<file path="config.mk">
export PLATFORM = sky130hd
export DESIGN_NAME = rpb_reset_seq
export DESIGN_NICKNAME = d
export VERILOG_FILES = /design/src/verilog/rpb_pkg.sv /design/src/verilog/rpb_reset_seq.sv
export SDC_FILE = /design/constraint.sdc
export NUM_CORES = 1
export LEC_CHECK = 0
export CORE_MARGIN = 2
export CORE_UTILIZATION = 35
export DETAILED_ROUTE_END_ITERATION = 8
export DONT_BUFFER_PORTS = 1
export SLEW_MARGIN = 20
export SYNTH_ARGS = -nofsm -noshare
export SYNTH_HDL_FRONTEND = slang
export SYNTH_SLANG_ARGS = --single-unit
export TNS_END_PERCENT = 1
</file>
<file path="constraint.sdc">
create_clock -name i_clk -period 7.8 [get_ports i_clk]
set_input_delay 1.17 -clock i_clk [delete_from_list [all_inputs] [get_ports i_clk]]
set_output_delay 1.17 -clock i_clk [all_outputs]
set_load 0.01 [all_outputs]
</file>
<file path="src/verilog/rpb_pkg.sv">
// package: constants and types of the reset precedence and boot vector block
package rpb_pkg;

  // ==========================================================
  // register offsets
  localparam logic [7:0] OFS_SWITCH_CTL = 8'h00;
  localparam logic [7:0] OFS_BOOT_STATUS = 8'h04;
  localparam logic [7:0] OFS_PORT_CLK_MODE = 8'h08;
  localparam logic [7:0] OFS_PART_CTL = 8'h0C;
  localparam logic [7:0] OFS_UP_BRIDGE_CTL = 8'h10;
  localparam logic [7:0] OFS_DN_BRIDGE_CTL = 8'h14;
  localparam logic [7:0] OFS_PORT_CTL = 8'h18;
  localparam logic [7:0] OFS_PART_STATUS = 8'h1C;
  localparam logic [7:0] OFS_PORT_STATUS = 8'h20;
  localparam logic [7:0] OFS_STICKY = 8'h24;
  localparam logic [7:0] OFS_PERSIST = 8'h28;
  localparam logic [7:0] OFS_PORT_MAP = 8'h2C;

  // ==========================================================
  // field positions and reset values
  localparam int CTL_HOLD_BIT = 0;
  localparam int CTL_UNLOCK_BIT = 1;
  localparam int PERSIST_LO = 0;
  localparam int UNLOCKED_LO = 16;
  localparam logic [15:0] RST_PERSIST = 16'h0000;
  localparam logic [15:0] RST_UNLOCKED = 16'h0000;
  localparam logic [7:0] RST_STICKY = 8'h00;
  localparam logic [31:0] RST_CTRL = 32'h0000_0000;

  // ==========================================================
  // priority numbers, lower wins
  localparam logic [3:0] PRI_NONE = 4'h0;
  localparam logic [3:0] PRI_GLOBAL = 4'h1;
  localparam logic [3:0] PRI_PORT_MODE = 4'h2;
  localparam logic [3:0] PRI_PART_PIN = 4'h3;
  localparam logic [3:0] PRI_PART_STATE = 4'h4;
  localparam logic [3:0] PRI_HOT_TS1 = 4'h5;
  localparam logic [3:0] PRI_DL_DOWN = 4'h6;
  localparam logic [3:0] PRI_UP_SBR = 4'h7;
  localparam logic [3:0] PRI_DN_SBR = 4'h8;

  // ==========================================================
  // types
  typedef enum logic [2:0] {
    RT_NONE = 3'h0,
    RT_SWITCH_FUND = 3'h1,
    RT_PORT_MODE = 3'h2,
    RT_PART_FUND = 3'h3,
    RT_PART_HOT = 3'h4,
    RT_UP_SBR = 3'h5,
    RT_DN_SBR = 3'h6
  } rpb_rst_e;

  typedef enum logic [1:0] {
    ST_FUND = 2'h0,
    ST_HALT = 2'h1,
    ST_RUN = 2'h3
  } rpb_state_e;

  typedef struct packed {
    logic gclk_freq;
    logic [2:0] clk_mode;
    logic [3:0] merge;
    logic reset_hold;
    logic [1:0] slave_addr;
    logic [3:0] op_mode;
  } rpb_boot_vec_s;

  localparam rpb_boot_vec_s BVEC_RESET = 15'h0000;

  typedef struct packed {
    logic wr;
    logic rd;
    logic [7:0] addr;
    logic [31:0] wdata;
  } rpb_bus_req_s;

endpackage

</file>
<file path="src/verilog/rpb_reset_seq.sv">
// reset precedence arbiter, register classes and boot vector capture
// Contract
// RL1: concurrent causes resolve to lowest priority number; global pin is top priority.
// RL2: port mode change resets port at priority two only when action selects reset.
// RL3: partition fundamental reset from its pin (three) or state field (four).
// RL4: partition hot reset from hot-reset TS1 (five) or DL_Down (six).
// RL5: upstream secondary bus reset bit is seven, downstream port bit is eight.
// RL6: switch reset hits all, partition reset its ports, port reset one port.
// RL7: when higher cause ends, move at once to remaining lower cause's type.
// RL8: same reset type on both causes means staying in reset without release.
// RL9: switch-persist fields reinitialise only on whole-device fundamental reset.
// RL10: sticky fields reinitialise on device or partition fundamental reset only.
// RL11: unlock-writable fields act switch-persist, surviving all but device reset.
// RL12: straps are sampled only in device reset; otherwise pins are ignored.
// RL13: captured straps stay readable in the boot vector status register.
// RL14: global clock frequency strap is fixed after sampling.
// RL15: clock mode strap seeds port clock mode; software may override it.
// RL16: four fixed merge straps each merge one adjacent port pair.
// RL17: hold strap keeps device in reset after release with SMBus sides active.
// RL18: device leaves held reset only when SMBus master clears the hold bit.
// RL19: two fixed strap bits give the slave bus address variable bits.
// RL20: four fixed strap bits pick the operating mode used after reset.
// RL21: straps captured as global pin releases, then registers take defaults.
// RL22: while held, ports retry type 0 config, discard others, return credits.
// RL23: reset pins pass a two-flop synchroniser before arbitration.
module rpb_reset_seq
#(
  parameter int NPORT = 8,
  parameter int NPART = 2
)
(
  // clock and reset
  input wire logic i_clk,
  input wire logic i_nrst,
  // reset causes
  input wire logic i_global_reset_n,
  input wire logic [NPART-1:0] i_partition_reset_pin_n,
  input wire logic [NPART-1:0] i_hot_reset_ts1,
  input wire logic [NPART-1:0] i_dl_down,
  input wire logic [NPORT-1:0] i_port_mode_change,
  // strap pins
  input wire rpb_pkg::rpb_boot_vec_s i_straps,
  // register port
  input wire rpb_pkg::rpb_bus_req_s i_bus,
  output logic [31:0] o_rdata,
  // reset outputs
  output logic o_switch_reset,
  output logic o_quasi_reset,
  output logic o_smbus_active,
  output logic [NPART-1:0][2:0] o_part_rst_type,
  output logic [NPORT-1:0][2:0] o_port_rst_type,
  // boot configuration
  output rpb_pkg::rpb_boot_vec_s o_boot_vec,
  output logic [2:0] o_port_clock_mode
);
  import rpb_pkg::*;

  localparam int PART_W = (NPART > 1) ? $clog2(NPART) : 1;

  // ==========================================================
  // reset release and pin synchronisers
  logic [1:0] nrst_sync_ff;
  logic rst_n;
  logic [1:0] gsync_ff;
  logic gsync_d_ff;
  logic [NPART-1:0] psync0_ff;
  logic [NPART-1:0] psync1_ff;
  logic gl_rel;

  always_ff @(posedge i_clk or negedge i_nrst)
  begin
    if (!i_nrst)
      nrst_sync_ff <= 2'h0;
    else
      nrst_sync_ff <= {nrst_sync_ff[0], 1'b1};
  end
  assign rst_n = nrst_sync_ff[1];

  // pins start as asserted so a power-on always passes a capture edge
  always_ff @(posedge i_clk or negedge rst_n)
  begin
    if (!rst_n)
    begin
      gsync_ff <= 2'h0;
      gsync_d_ff <= 1'b0;
      psync0_ff <= '0;
      psync1_ff <= '0;
    end
    else
    begin
      gsync_ff <= {gsync_ff[0], i_global_reset_n}; // see RL23
      gsync_d_ff <= gsync_ff[1];
      psync0_ff <= i_partition_reset_pin_n; // see RL23
      psync1_ff <= psync0_ff;
    end
  end
  assign gl_rel = gsync_ff[1] & ~gsync_d_ff;

  // ==========================================================
  // device state
  rpb_state_e state_ff;
  rpb_state_e nxt_state;
  logic hold_ff;
  logic in_fund;

  assign in_fund = (state_ff == ST_FUND);

  always_comb
  begin
    nxt_state = state_ff;
    unique case (state_ff)
      ST_FUND:
        if (gl_rel)
          nxt_state = i_straps.reset_hold ? ST_HALT : ST_RUN; // see RL17
      ST_HALT:
        if (!hold_ff)
          nxt_state = ST_RUN; // see RL18
      ST_RUN:
        if (hold_ff)
          nxt_state = ST_HALT;
      default:
        nxt_state = ST_FUND;
    endcase
    if (!gsync_ff[1])
      nxt_state = ST_FUND; // see RL1
  end

  always_ff @(posedge i_clk or negedge rst_n)
  begin
    if (!rst_n)
    begin
      state_ff <= ST_FUND;
      o_switch_reset <= 1'b1;
      o_quasi_reset <= 1'b0;
      o_smbus_active <= 1'b0;
    end
    else
    begin
      state_ff <= nxt_state;
      o_switch_reset <= (nxt_state == ST_FUND);
      o_quasi_reset <= (nxt_state == ST_HALT); // see RL22
      o_smbus_active <= (nxt_state != ST_FUND); // see RL17
    end
  end

  // ==========================================================
  // boot vector capture
  always_ff @(posedge i_clk or negedge rst_n)
  begin
    if (!rst_n)
      o_boot_vec <= BVEC_RESET;
    else if (gl_rel)
      o_boot_vec <= i_straps; // see RL12 see RL14 see RL16 see RL19 see RL20 see RL21
  end

  // ==========================================================
  // register writes; writes during device reset are dropped
  logic wr_ok;
  logic unlock_ff;
  logic [NPART-1:0] part_state_ff;
  logic [NPART-1:0] up_sbr_ff;
  logic [NPORT-1:0] dn_sbr_ff;
  logic [NPORT-1:0] oma_ff;
  logic [NPORT*PART_W-1:0] map_ff;
  logic [15:0] persist_ff;
  logic [15:0] unlocked_ff;
  logic [NPART-1:0][7:0] sticky_ff;
  logic [NPART-1:0][2:0] part_type;
  logic [NPART-1:0][3:0] part_prio;
  logic [NPORT-1:0][2:0] port_type;
  logic [NPORT-1:0][3:0] port_prio;
  logic [NPART-1:0][3:0] part_prio_ff;
  logic [NPORT-1:0][3:0] port_prio_ff;

  assign wr_ok = i_bus.wr & ~in_fund;

  always_ff @(posedge i_clk or negedge rst_n)
  begin
    if (!rst_n)
      hold_ff <= 1'b0;
    else if (gl_rel)
      hold_ff <= i_straps.reset_hold; // see RL17
    else if (in_fund)
      hold_ff <= 1'b0;
    else if (wr_ok && i_bus.addr == OFS_SWITCH_CTL)
      hold_ff <= i_bus.wdata[CTL_HOLD_BIT]; // see RL18
  end

  // unlock opens in device reset and closes once normal running starts
  always_ff @(posedge i_clk or negedge rst_n)
  begin
    if (!rst_n)
      unlock_ff <= 1'b1;
    else if (in_fund)
      unlock_ff <= 1'b1;
    else if (nxt_state == ST_RUN)
      unlock_ff <= 1'b0;
  end

  always_ff @(posedge i_clk or negedge rst_n)
  begin
    if (!rst_n)
      o_port_clock_mode <= 3'h0;
    else if (gl_rel)
      o_port_clock_mode <= i_straps.clk_mode; // see RL15
    else if (wr_ok && i_bus.addr == OFS_PORT_CLK_MODE)
      o_port_clock_mode <= i_bus.wdata[2:0]; // see RL15
  end

  // control bits of the reset causes
  always_ff @(posedge i_clk or negedge rst_n)
  begin
    if (!rst_n)
    begin
      part_state_ff <= '0;
      up_sbr_ff <= '0;
      dn_sbr_ff <= '0;
      oma_ff <= '0;
      map_ff <= '0;
    end
    else if (in_fund)
    begin
      part_state_ff <= '0;
      up_sbr_ff <= '0;
      dn_sbr_ff <= '0;
      oma_ff <= '0;
      map_ff <= '0;
    end
    else if (wr_ok)
    begin
      if (i_bus.addr == OFS_PART_CTL)
        part_state_ff <= i_bus.wdata[NPART-1:0];
      if (i_bus.addr == OFS_UP_BRIDGE_CTL)
        up_sbr_ff <= i_bus.wdata[NPART-1:0];
      if (i_bus.addr == OFS_DN_BRIDGE_CTL)
        dn_sbr_ff <= i_bus.wdata[NPORT-1:0];
      if (i_bus.addr == OFS_PORT_CTL)
        oma_ff <= i_bus.wdata[NPORT-1:0];
      if (i_bus.addr == OFS_PORT_MAP)
        map_ff <= i_bus.wdata[NPORT*PART_W-1:0];
    end
  end

  // switch-persist and unlock-writable fields: only device reset clears them
  always_ff @(posedge i_clk or negedge rst_n)
  begin
    if (!rst_n)
    begin
      persist_ff <= RST_PERSIST;
      unlocked_ff <= RST_UNLOCKED;
    end
    else if (in_fund)
    begin
      persist_ff <= RST_PERSIST; // see RL9
      unlocked_ff <= RST_UNLOCKED; // see RL11
    end
    else if (wr_ok && i_bus.addr == OFS_PERSIST)
    begin
      persist_ff <= i_bus.wdata[PERSIST_LO +: 16];
      if (unlock_ff)
        unlocked_ff <= i_bus.wdata[UNLOCKED_LO +: 16]; // see RL11
    end
  end

  // ==========================================================
  // per-partition arbitration and sticky fields
  genvar gp;
  for (gp = 0; gp < NPART; gp++)
  begin : g_part
    rpb_rst_e typ;
    logic [3:0] pri;
    // one fixed ladder: recomputed every cycle, so a lower cause takes over
    // in the cycle the higher one drops, and equal types never release
    always_comb
    begin
      typ = RT_NONE;
      pri = PRI_NONE;
      if (in_fund)
      begin
        typ = RT_SWITCH_FUND; // see RL1 see RL6
        pri = PRI_GLOBAL;
      end
      else if (!psync1_ff[gp])
      begin
        typ = RT_PART_FUND; // see RL3
        pri = PRI_PART_PIN;
      end
      else if (part_state_ff[gp])
      begin
        typ = RT_PART_FUND; // see RL3 see RL8
        pri = PRI_PART_STATE;
      end
      else if (i_hot_reset_ts1[gp])
      begin
        typ = RT_PART_HOT; // see RL4
        pri = PRI_HOT_TS1;
      end
      else if (i_dl_down[gp])
      begin
        typ = RT_PART_HOT; // see RL4 see RL7
        pri = PRI_DL_DOWN;
      end
      else if (up_sbr_ff[gp])
      begin
        typ = RT_UP_SBR; // see RL5
        pri = PRI_UP_SBR;
      end
    end
    assign part_type[gp] = typ;
    assign part_prio[gp] = pri;

    always_ff @(posedge i_clk or negedge rst_n)
    begin
      if (!rst_n)
        sticky_ff[gp] <= RST_STICKY;
      else if (typ == RT_SWITCH_FUND || typ == RT_PART_FUND)
        sticky_ff[gp] <= RST_STICKY; // see RL10
      else if (wr_ok && i_bus.addr == OFS_STICKY)
        sticky_ff[gp] <= i_bus.wdata[gp*8 +: 8];
    end
  end

  // ==========================================================
  // per-port arbitration; a partition reset spreads to its mapped ports
  genvar gq;
  for (gq = 0; gq < NPORT; gq++)
  begin : g_port
    rpb_rst_e typ;
    logic [3:0] pri;
    logic [PART_W-1:0] idx;
    assign idx = map_ff[gq*PART_W +: PART_W];
    always_comb
    begin
      typ = RT_NONE;
      pri = PRI_NONE;
      if (in_fund)
      begin
        typ = RT_SWITCH_FUND; // see RL1
        pri = PRI_GLOBAL;
      end
      else if (i_port_mode_change[gq] && oma_ff[gq])
      begin
        typ = RT_PORT_MODE; // see RL2 see RL6
        pri = PRI_PORT_MODE;
      end
      else if (int'(idx) < NPART && part_type[idx] != RT_NONE)
      begin
        typ = rpb_rst_e'(part_type[idx]); // see RL6
        pri = part_prio[idx];
      end
      else if (dn_sbr_ff[gq])
      begin
        typ = RT_DN_SBR; // see RL5
        pri = PRI_DN_SBR;
      end
    end
    assign port_type[gq] = typ;
    assign port_prio[gq] = pri;
  end

  always_ff @(posedge i_clk or negedge rst_n)
  begin
    if (!rst_n)
    begin
      o_part_rst_type <= {NPART{RT_SWITCH_FUND}};
      o_port_rst_type <= {NPORT{RT_SWITCH_FUND}};
      part_prio_ff <= {NPART{PRI_GLOBAL}};
      port_prio_ff <= {NPORT{PRI_GLOBAL}};
    end
    else
    begin
      o_part_rst_type <= part_type;
      o_port_rst_type <= port_type;
      part_prio_ff <= part_prio;
      port_prio_ff <= port_prio;
    end
  end

  // ==========================================================
  // register reads, one cycle after the strobe; unmapped reads return zero
  logic [31:0] rd_val;

  always_comb
  begin
    rd_val = 32'h0000_0000;
    unique case (i_bus.addr)
      OFS_SWITCH_CTL: rd_val = 32'({unlock_ff, hold_ff});
      OFS_BOOT_STATUS: rd_val = 32'(o_boot_vec); // see RL13
      OFS_PORT_CLK_MODE: rd_val = 32'(o_port_clock_mode);
      OFS_PART_CTL: rd_val = 32'(part_state_ff);
      OFS_UP_BRIDGE_CTL: rd_val = 32'(up_sbr_ff);
      OFS_DN_BRIDGE_CTL: rd_val = 32'(dn_sbr_ff);
      OFS_PORT_CTL: rd_val = 32'(oma_ff);
      OFS_PART_STATUS: rd_val = 32'(part_prio_ff);
      OFS_PORT_STATUS: rd_val = 32'(port_prio_ff);
      OFS_STICKY: rd_val = 32'(sticky_ff);
      OFS_PERSIST: rd_val = {unlocked_ff, persist_ff};
      OFS_PORT_MAP: rd_val = 32'(map_ff);
      default: rd_val = RST_CTRL;
    endcase
  end

  always_ff @(posedge i_clk or negedge rst_n)
  begin
    if (!rst_n)
      o_rdata <= RST_CTRL;
    else if (i_bus.rd)
      o_rdata <= rd_val;
    else
      o_rdata <= RST_CTRL;
  end
endmodule // rpb_reset_seq

</file>
Word level (Yosys, flattened, before mapping)
Index checks and enable logic that the tools add are counted.
{"block": "word_totals", "in_bits": 74, "reg_bits": 212, "out_inout_bits": 83, "elab_cells": 283}
{"block": "classes", "muxes": 159, "bitwise_logic": 4, "eq_ne": 19, "n_reduce_logical": 45, "magnitude_cmp": 8}
{"cell": "one-hot mux 32 bit (12 select lines)", "n": 1}
{"cell": "two-way mux 3 bit", "n": 74}
{"cell": "two-way mux 4 bit", "n": 48}
{"cell": "two-way mux 8 bit", "n": 13}
{"cell": "two-way mux 16 bit", "n": 5}
{"cell": "equality test 8 x 5 -> 1 bit, second input constant", "n": 4}
{"cell": "equality test 8 x 6 -> 1 bit, second input constant", "n": 4}
{"cell": "two-way mux 32 bit", "n": 1}
{"cell": "nonzero test 3 bit", "n": 9}
{"cell": "nonzero test 2 bit", "n": 13}
{"cell": "two-way mux 2 bit", "n": 11}
{"cell": "equality test 8 x 4 -> 1 bit, second input constant", "n": 2}
{"cell": "less-than comparator 1 x 2 -> 1 bit, second input constant", "n": 8}
{"cell": "logical AND 1 bit", "n": 12}
{"cell": "AND reduction 2 bit", "n": 6}
{"cell": "equality test 8 x 3 -> 1 bit, second input constant", "n": 1}
{"cell": "logical NOT 8 bit", "n": 1}
{"cell": "equality test 3 x 1 -> 1 bit, second input constant", "n": 2}
{"cell": "equality test 3 x 2 -> 1 bit, second input constant", "n": 2}
{"cell": "one-hot mux 2 bit (3 select lines)", "n": 1}
{"cell": "two-way mux 1 bit", "n": 5}
{"cell": "equality test 2 x 1 -> 1 bit, second input constant", "n": 2}
{"cell": "equality test 2 bit, second input constant", "n": 2}
{"cell": "logical NOT 2 bit", "n": 2}
{"cell": "3 further kinds", "n": 6}

Depth between registers and ports, before layout
Gate-level depths: netlist of run 1.
{"block": "depth", "word_depth": 12, "depth_mapped": 8, "ltp_nobuf": 4}

Least setup slack after synthesis of run 1
OpenSTA, ideal clock, no wires.
{"block": "synth_timing", "kind": "in2reg", "start": "input port i_bus[36] in the netlist's numbering", "end": "register sticky_ff[14] in the netlist's numbering", "setup_ns": 0.132, "setup_slack_ns": 5.198, "arrival_ns": 2.471, "cell_stages": 6, "t_required_ns": 7.668, "n_path_buf": 2, "cell_sequence": "buf_2 -> nor4b_4 -> nand4_4 -> buf_4 -> mux2i_1 -> nor2_1"}
{"block": "synth_between", "elab_chain_cells": 3}
{"item": "from (decl)", "line": "rpb_reset_seq.sv:44", "rtl": "input wire rpb_pkg::rpb_bus_req_s i_bus,"}
{"item": "equality test 8 x 6 -> 1 bit", "line": "rpb_reset_seq.sv:318", "rtl": "else if (wr_ok && i_bus.addr == OFS_STICKY)"}
{"item": "logical AND 1 bit", "line": "rpb_reset_seq.sv:318"}
{"item": "nonzero test 2 bit (no source line)"}
{"item": "to (signal, indexed assignment)", "line": "rpb_reset_seq.sv:319", "rtl": "sticky_ff[gp] <= i_bus.wdata[gp*8 +: 8];"}
{"item": "to (decl)", "line": "rpb_reset_seq.sv:167", "rtl": "logic [NPART-1:0][7:0] sticky_ff;"}
No other way between the ends.
A chain may end at the register's enable or synchronous reset.

Worst setup path after layout of run 1
{"block": "layout_timing", "start": "register state_ff[0]", "end": "register persist_ff[7]"}
{"block": "layout_between", "elab_chain_cells": 5, "word_cells_on_any_way": 6, "classes_between": "1 x mux; 2 x bitwise; 3 x reduce/logical"}
{"item": "from (decl)", "line": "rpb_reset_seq.sv:101", "rtl": "rpb_state_e state_ff;"}
{"item": "from (signal assigned)", "line": "rpb_reset_seq.sv:139", "rtl": "state_ff <= nxt_state;"}
{"item": "logical NOT 2 bit (*)", "line": "rpb_reset_seq.sv:106", "rtl": "assign in_fund = (state_ff == ST_FUND);"}
{"item": "inverter 1 bit", "line": "rpb_reset_seq.sv:175", "rtl": "assign wr_ok = i_bus.wr & ~in_fund;"}
{"item": "bitwise AND 1 bit", "line": "rpb_reset_seq.sv:175"}
{"item": "logical AND 1 bit", "line": "rpb_reset_seq.sv:257", "rtl": "else if (wr_ok && i_bus.addr == OFS_PERSIST)"}
{"item": "nonzero test 2 bit (no source line)"}
{"item": "to (signal assigned)", "line": "rpb_reset_seq.sv:259", "rtl": "persist_ff <= i_bus.wdata[PERSIST_LO +: 16];"}
{"item": "to (decl)", "line": "rpb_reset_seq.sv:165", "rtl": "logic [15:0] persist_ff;"}
Mark *: on every way between the ends. The rest lies on a longest branch, timed or not.

==> flow_metrics.tcl, run 1 <==
set metrics [dict create \
    wl_per_cell_um 23.6 \
    first_global_vias 7100 \
    final_core_util_pct 39.7 \
    finalSetupViolations 0 \
    multi_input_area_um2 4020 \
    hpwl_um 20200 \
    antenna_found_initial 0 \
    critPathTopFamily "simple AND/OR/NAND/NOR gates" \
    cp_cell_sequence "or2_2 -> buf_4 -> and4_1 -> o21ai_0" \
    n_antenna_cell 0 \
    cts_tree "yes" \
    hold_class "flop to async pin" \
    grt_usage_pct 20.2 \
    fin_tns_setup_ns 0 \
    synthCells 929 \
    reg2reg_depth 4 \
    top_level_ports 157 \
    cts_hold_buf 0 \
    wl_um 29500 \
    ys_ff_latch 210 \
    viasPerCell 5.80 \
    yosysUniqueCellTypes 56 \
    hold_viol_final 0 \
    drive_gt1_share_pct 12.8 \
    top_layer_used "met4" \
    area_growth_pct 11.2 \
    synth_fp_nets 1003 \
    io_buffers 0 \
    final_area_um2 10700 \
    cap_violations 0 \
    post_cts_resize_count 0 \
    crit_slowest_cell "and4_1" \
    synth_compound_gate_area_share_pct 14.2 \
    cp_num_cells 4 \
    r2r_slack_ns 4.58 \
    status "finished clean" \
    start_kind "flop" \
    regArea_um2 5290 \
    h-tree-depth 1 \
    r2r-start "state_ff[0]" \
    r2r-end "persist_ff[7]" \
    synth_fa_ha_area_share_pct 0 \
    grt_overflow_total 0 \
    path_buf_inv 1 \
    clock.fmax_mhz 311 \
    path_max_fanout 52 \
    die-area_um2 28900 \
    die_x_um 170 \
    crit_path_end_kind "flop" \
    yosys.area_share.simple_pct 17.5 \
    drv_slew 0 \
    ys_seq_area_share_pct 54.7 \
    path_class "flop to flop" \
    min_period_ns 3.22 \
    synth_enable_flop_cells 0 \
    synth-xor-area-share_pct 0 \
    cpPeakStageDelay_ns 0.88 \
    grt_pass1_wl_um 44600 \
    insertion_delay_ns 0.51 \
    fin_skew_ns 0.0102 \
    dp_slack_ns 4.60 \
    synth.avg_cell_area_um2 10.4 \
    cts_buffers 24 \
    rsz0062_at_grt "no" \
    design.core.area_um2 27000 \
    firstDrtPassIters 5 \
    dpl_cell_area_um2 9900 \
    rows 60 \
    clkTransAtPathRegs_ns 0.06 \
    gp_congestion 0.864 \
    arrival_ns 3.56 \
    initial_core_util_pct 35.7 \
    vias 7242 \
    tightest_slew_ns 1.18 \
    cts.sinks 210 \
    clockBufferDepth 3 \
    synth_top_family_by_area "simple AND/OR/NAND/NOR gates" \
    drt_iter0_drc 540 \
    relSlewSlack_pct 20.7 \
    syn_area_um2 9650 \
    wl_met3_um 2730 \
    synthFlopType "dfrtp_1" \
    async_flop_share_pct 100 \
    p_leak_nw 4.69 \
    drc_errors 0 \
    drtAntennaViolNets 0 \
    critPathRequiredTime_ns 8.14 \
    post-cts-setup-buffers 0 \
    power_density_nw_per_um2 237 \
    yosys_warnings 0 \
    wl_met1_um 12200 \
    synth.area.mux_share_pct 9.32 \
    layout_worst_path_cycle_share_pct 41.2 \
    root_buffer "clkbuf_16" \
    fin_ws_ns 4.58 \
    die_h_um 170 \
    whs_ns 0.134 \
    n_fill_cell 2642 \
    grt_start_max_net_pins 78 \
    ir_worst_vdd_mv 0.147 \
    dr_wl_met2_um 13900 \
    final_nets 963 \
]
[where the power goes]
| group | total (W) | internal (W) | switching [W] |
|---|---|---|---|
| Combinational | 0.000189 | 0.0000560 | 0.000133 |
| Sequential | 0.00119 | 0.00114 | 0.0000488 |
| Clock | 0.00116 | 0.000717 | 0.000443 |
[layout make-up]
class                   count  area share (%)
inverters                  16           0.559
clock buffers              37            6.90
well taps                 341            3.97
multi-input cells         622            37.5
clock inverters             7           0.816
flip-flops and latches    210            49.2
repair buffers             15            1.05
[cell families (layout without fill, tap and decap cells)]
logic type             after synthesis  after routing
AND/OR/NAND/NOR                    334            334
AO/OA/AOI/OAI                      199            199
flip-flops                         210            210
other                                1              1
buffers and inverters               97             75
multiplexers                        88             88
[how the worst max path moves through the flow]
stage                          from  slack [ns]            end
global placement          i_bus[36]        4.70    o_rdata[14]
floorplan           nrst_sync_ff[1]        1.55   dn_sbr_ff[0]
global route            state_ff[0]        4.35  persist_ff[5]
finish                  state_ff[0]        4.58  persist_ff[7]
CTS                     state_ff[0]        4.61  persist_ff[2]
detailed placement      state_ff[0]        4.60  persist_ff[1]
[routing by layer]
metal | track usage, % | up-vias
li1 | - | 3231
met1 | 26.5 | 3642
met2 | 32.7 | 319
met3 | 6.02 | 50
met4 | 5.09 | 0
met5 | 0 | -
[cell usage after synthesis, types with 8 or more instances]
| master | instances | area share [%] |
|---|---|---|
| o2111ai_1 | 8 | 0.73 |
| a22oi_1 | 20 | 1.6 |
| nand3b_1 | 10 | 0.78 |
| dfstp_2 | 22 | 6.0 |
| a21oi_1 | 24 | 1.2 |
| nand2_1 | 102 | 4.0 |
| clkbuf_1 | 50 | 1.9 |
| and2_1 | 21 | 1.4 |
| nor3_1 | 34 | 1.8 |
| or3_1 | 10 | 0.65 |
| o21ai_0 | 52 | 2.7 |
| o31ai_1 | 11 | 0.86 |
| inv_1 | 16 | 0.62 |
| nor2_1 | 91 | 3.5 |
| a22o_1 | 20 | 1.8 |
| mux2_2 | 15 | 1.7 |
| dfrtp_1 | 188 | 49 |
| nand3_1 | 17 | 0.88 |
| nor3b_1 | 8 | 0.62 |
| a31oi_1 | 12 | 0.78 |
| nor2b_1 | 9 | 0.58 |
| buf_2 | 19 | 0.98 |
| mux2i_1 | 73 | 7.6 |
[cells in the final DEF, fill, tap and decap left out, types with 6 or more instances in the layout]
cell       count
a32oi_1        7
and2_1        21
inv_1         16
nor2b_1        8
dfrtp_1      187
nor2_1        90
o2111ai_1      8
a222oi_1       7
o211a_1        6
a22oi_1       20
mux2i_1       73
o22ai_1        6
clkbuf_8       7
mux2_2        15
nor3_1        34
a21oi_1       24
or3_1         10
clkbuf_16     25
o31ai_1        9
o21ai_0       51
dfstp_2       22
nand3b_1      10
a31oi_1       12
buf_4         15
nand3_1       17
nand2_1      102
nor3b_1        8
a22o_1        20
[state kept, by name, summed over array words and instances, names as in the netlist, 3 cells and up]
register and flops:
unlocked_ff 16, dn_sbr_ff 8, part_prio_ff 6, o_part_rst_type 6, port_prio_ff 32, oma_ff 8, o_rdata 32, persist_ff 16
o_boot_vec 15, sticky_ff 16, o_port_rst_type 24, map_ff 8, o_port_clock_mode 3
[per-stage QoR]
step | std cells | total power (W)
after detailed placement | 1204 | 0.00140
final | 1248 | 0.00254
after CTS | 1248 | 0.00257
after global placement | 1204 | 0.00140
after floorplan | 929 | 0.00134
after global routing | 1248 | 0.00264
(Power assumes the default switching activity.)
==> run 2: changes to the inputs <==
clock period = 2.7 ns   (was 7.8 ns; I/O delays follow)
==> run 2 against run 1 <==
Compared with the run above: worst setup slack lost 4.0 ns; worst hold slack worse by 0.12 ns; core utilization is 1.1 points higher; via count increased by 2.4%; register-to-register slack worse by 4.0 ns; critical path depth unchanged; non-clock buffer count up 35; flip-flop and latch count stayed put; highest routed layer unchanged.
==> flow_metrics.tcl, run 2 (same netlist as run 1, synthesis figures left out) <==
set metrics [dict create \
    design.core.area_um2 27000 \
    antenna_found_initial 1 \
    hpwl_um 21100 \
    insertion_delay_ns 0.51 \
    dpl_cell_area_um2 10100 \
    arrival_ns 2.50 \
    root_buffer "clkbuf_16" \
    fin_tns_setup_ns 0 \
    fin_cells 1283 \
    final_area_um2 11000 \
    post_cts_resize_count 0 \
    rows 60 \
    layout_common_cells "dfrtp_1 (187), nand2_1 (102), nor2_1 (90)" \
    power_density_nw_per_um2 670 \
    r2r-start "state_ff[0]" \
    crit_start "state_ff[0]" \
    grt_start_max_net_pins 73 \
    hold_class "primary input to flop" \
    h-tree-depth 1 \
    cts_buffers 24 \
    vias 7417 \
    finalSetupViolations 0 \
    hold_viol_final 0 \
    final_nets 998 \
    initial_core_util_pct 35.7 \
    worstHoldPathCells 2 \
    path_class "flop to flop" \
    die_h_um 170 \
    cts_hold_buf 13 \
    firstDrtPassIters 7 \
    cts.sinks 210 \
    drtAntennaViolNets 0 \
    area_growth_pct 14.2 \
    first_global_vias 7316 \
    die_x_um 170 \
    path_max_fanout 9 \
    fin_skew_ns 0.0137 \
    drt_iter0_drc 820 \
    cap_violations 0 \
    viasPerCell 5.78 \
    n_antenna_cell 0 \
    tightest_slew_ns 1.09 \
    grt_usage_pct 20.8 \
    drive_gt1_share_pct 13.9 \
    top_regs "o_rdata: 32 flops, port_prio_ff: 32 flops, o_port_rst_type: 24 flops" \
    gp_congestion 0.891 \
    wl_um 30300 \
    status "finished clean" \
    cts_tree "yes" \
    grt_overflow_total 0 \
    reg2reg_depth 4 \
    clock.fmax_mhz 476 \
    drv_slew 0 \
    critPathRequiredTime_ns 3.10 \
    holdCritStartpoint "i_bus[1]" \
    drc_errors 0 \
    wl_per_cell_um 23.6 \
    post-cts-setup-buffers 0 \
    mostFrequentLayoutCell "dfrtp_1" \
    ir_worst_vdd_mv 0.404 \
    start_kind "flop" \
    relSlewSlack_pct 27.2 \
    grt_pass1_wl_um 45800 \
    layout_worst_path_cycle_share_pct 77.9 \
    crit_path_end_kind "flop" \
    io_buffers 0 \
    die-area_um2 28900 \
    p_leak_nw 4.86 \
    clkTransAtPathRegs_ns 0.06 \
    clockBufferDepth 3 \
    top_level_ports 157 \
    rsz0062_at_grt "no" \
    dpl.cell_count 1226 \
    min_period_ns 2.10 \
]
==> run 2: cell count changes in the layout (fill, tap and decap cells not counted), moves of 2 or more <==
cell / previous run / this run
o31ai_1: 9 / 11
o31ai_2: 2 / 0
clkbuf_1: 5 / 8
clkinv_2: 4 / 2
dlygate4sd3_1: 0 / 13
buf_12: 0 / 4
buf_4: 15 / 33
==> run 2: metrics by stage <==
step           util (%)  worst slack (ns)  power (W)  hold slack [ns]
2_1_floorplan         -             0.577    0.00388            0.109
3_3_place_gp       37.3             0.516    0.00408            0.110
3_5_place_dp       37.3             0.495    0.00409            0.110
4_1_cts            40.8             0.643    0.00747         0.000934
5_1_grt            40.8             0.478    0.00766           0.0159
6_report           40.8             0.598    0.00739           0.0153
==> run 2: report_power, final <==
group | internal [W] | switching, W | leakage, nW
sequential | 0.00331 | 0.000152 | 2.77
clock | 0.00208 | 0.00127 | 0.404
combinational | 0.000200 | 0.000388 | 1.69
total | 0.00558 | 0.00181 | 4.86
==> run 2: layer usage <==
layer / up-vias / wire length (um) / GRT usage (%) / share of wire [%]
li1: 3298 / - / - / -
met1: 3720 / 12600 / 28.0 / 42
met2: 343 / 14200 / 32.9 / 47
met3: 56 / 2660 / 5.23 / 8.8
met4: 0 / 814 / 6.99 / 2.7
met5: - / 0 / 0 / 0
==> run 2: worst paths after layout <==
check	to	slack, ns
max	o_port_rst_type[1]	0.60
min	persist_ff[1]	0.02
max reg2reg	o_port_rst_type[1]	0.60
min reg2reg	port_prio_ff[5]	0.26
max in group asynchronous	port_prio_ff[8]	1.59
min in group asynchronous	nrst_sync_ff[1]	0.13
==> run 2: area by class of cell <==
type	instances	area [um2]
Clock buffer	40	752
Clock inverter	4	70.1
Fill cell	2652	16000
Inverter	16	60.1
Multi-Input combinational cell	622	3980
Sequential cell	210	5290
Tap cell	341	427
Timing Repair Buffer	50	458
==> run 2: worst max-delay path, stage by stage (launching register included) <==
cell	delay [ns]
dfrtp_1	0.48
or2_2	0.50
o21ai_1	0.64
o211ai_1	0.15
a22o_1	0.21
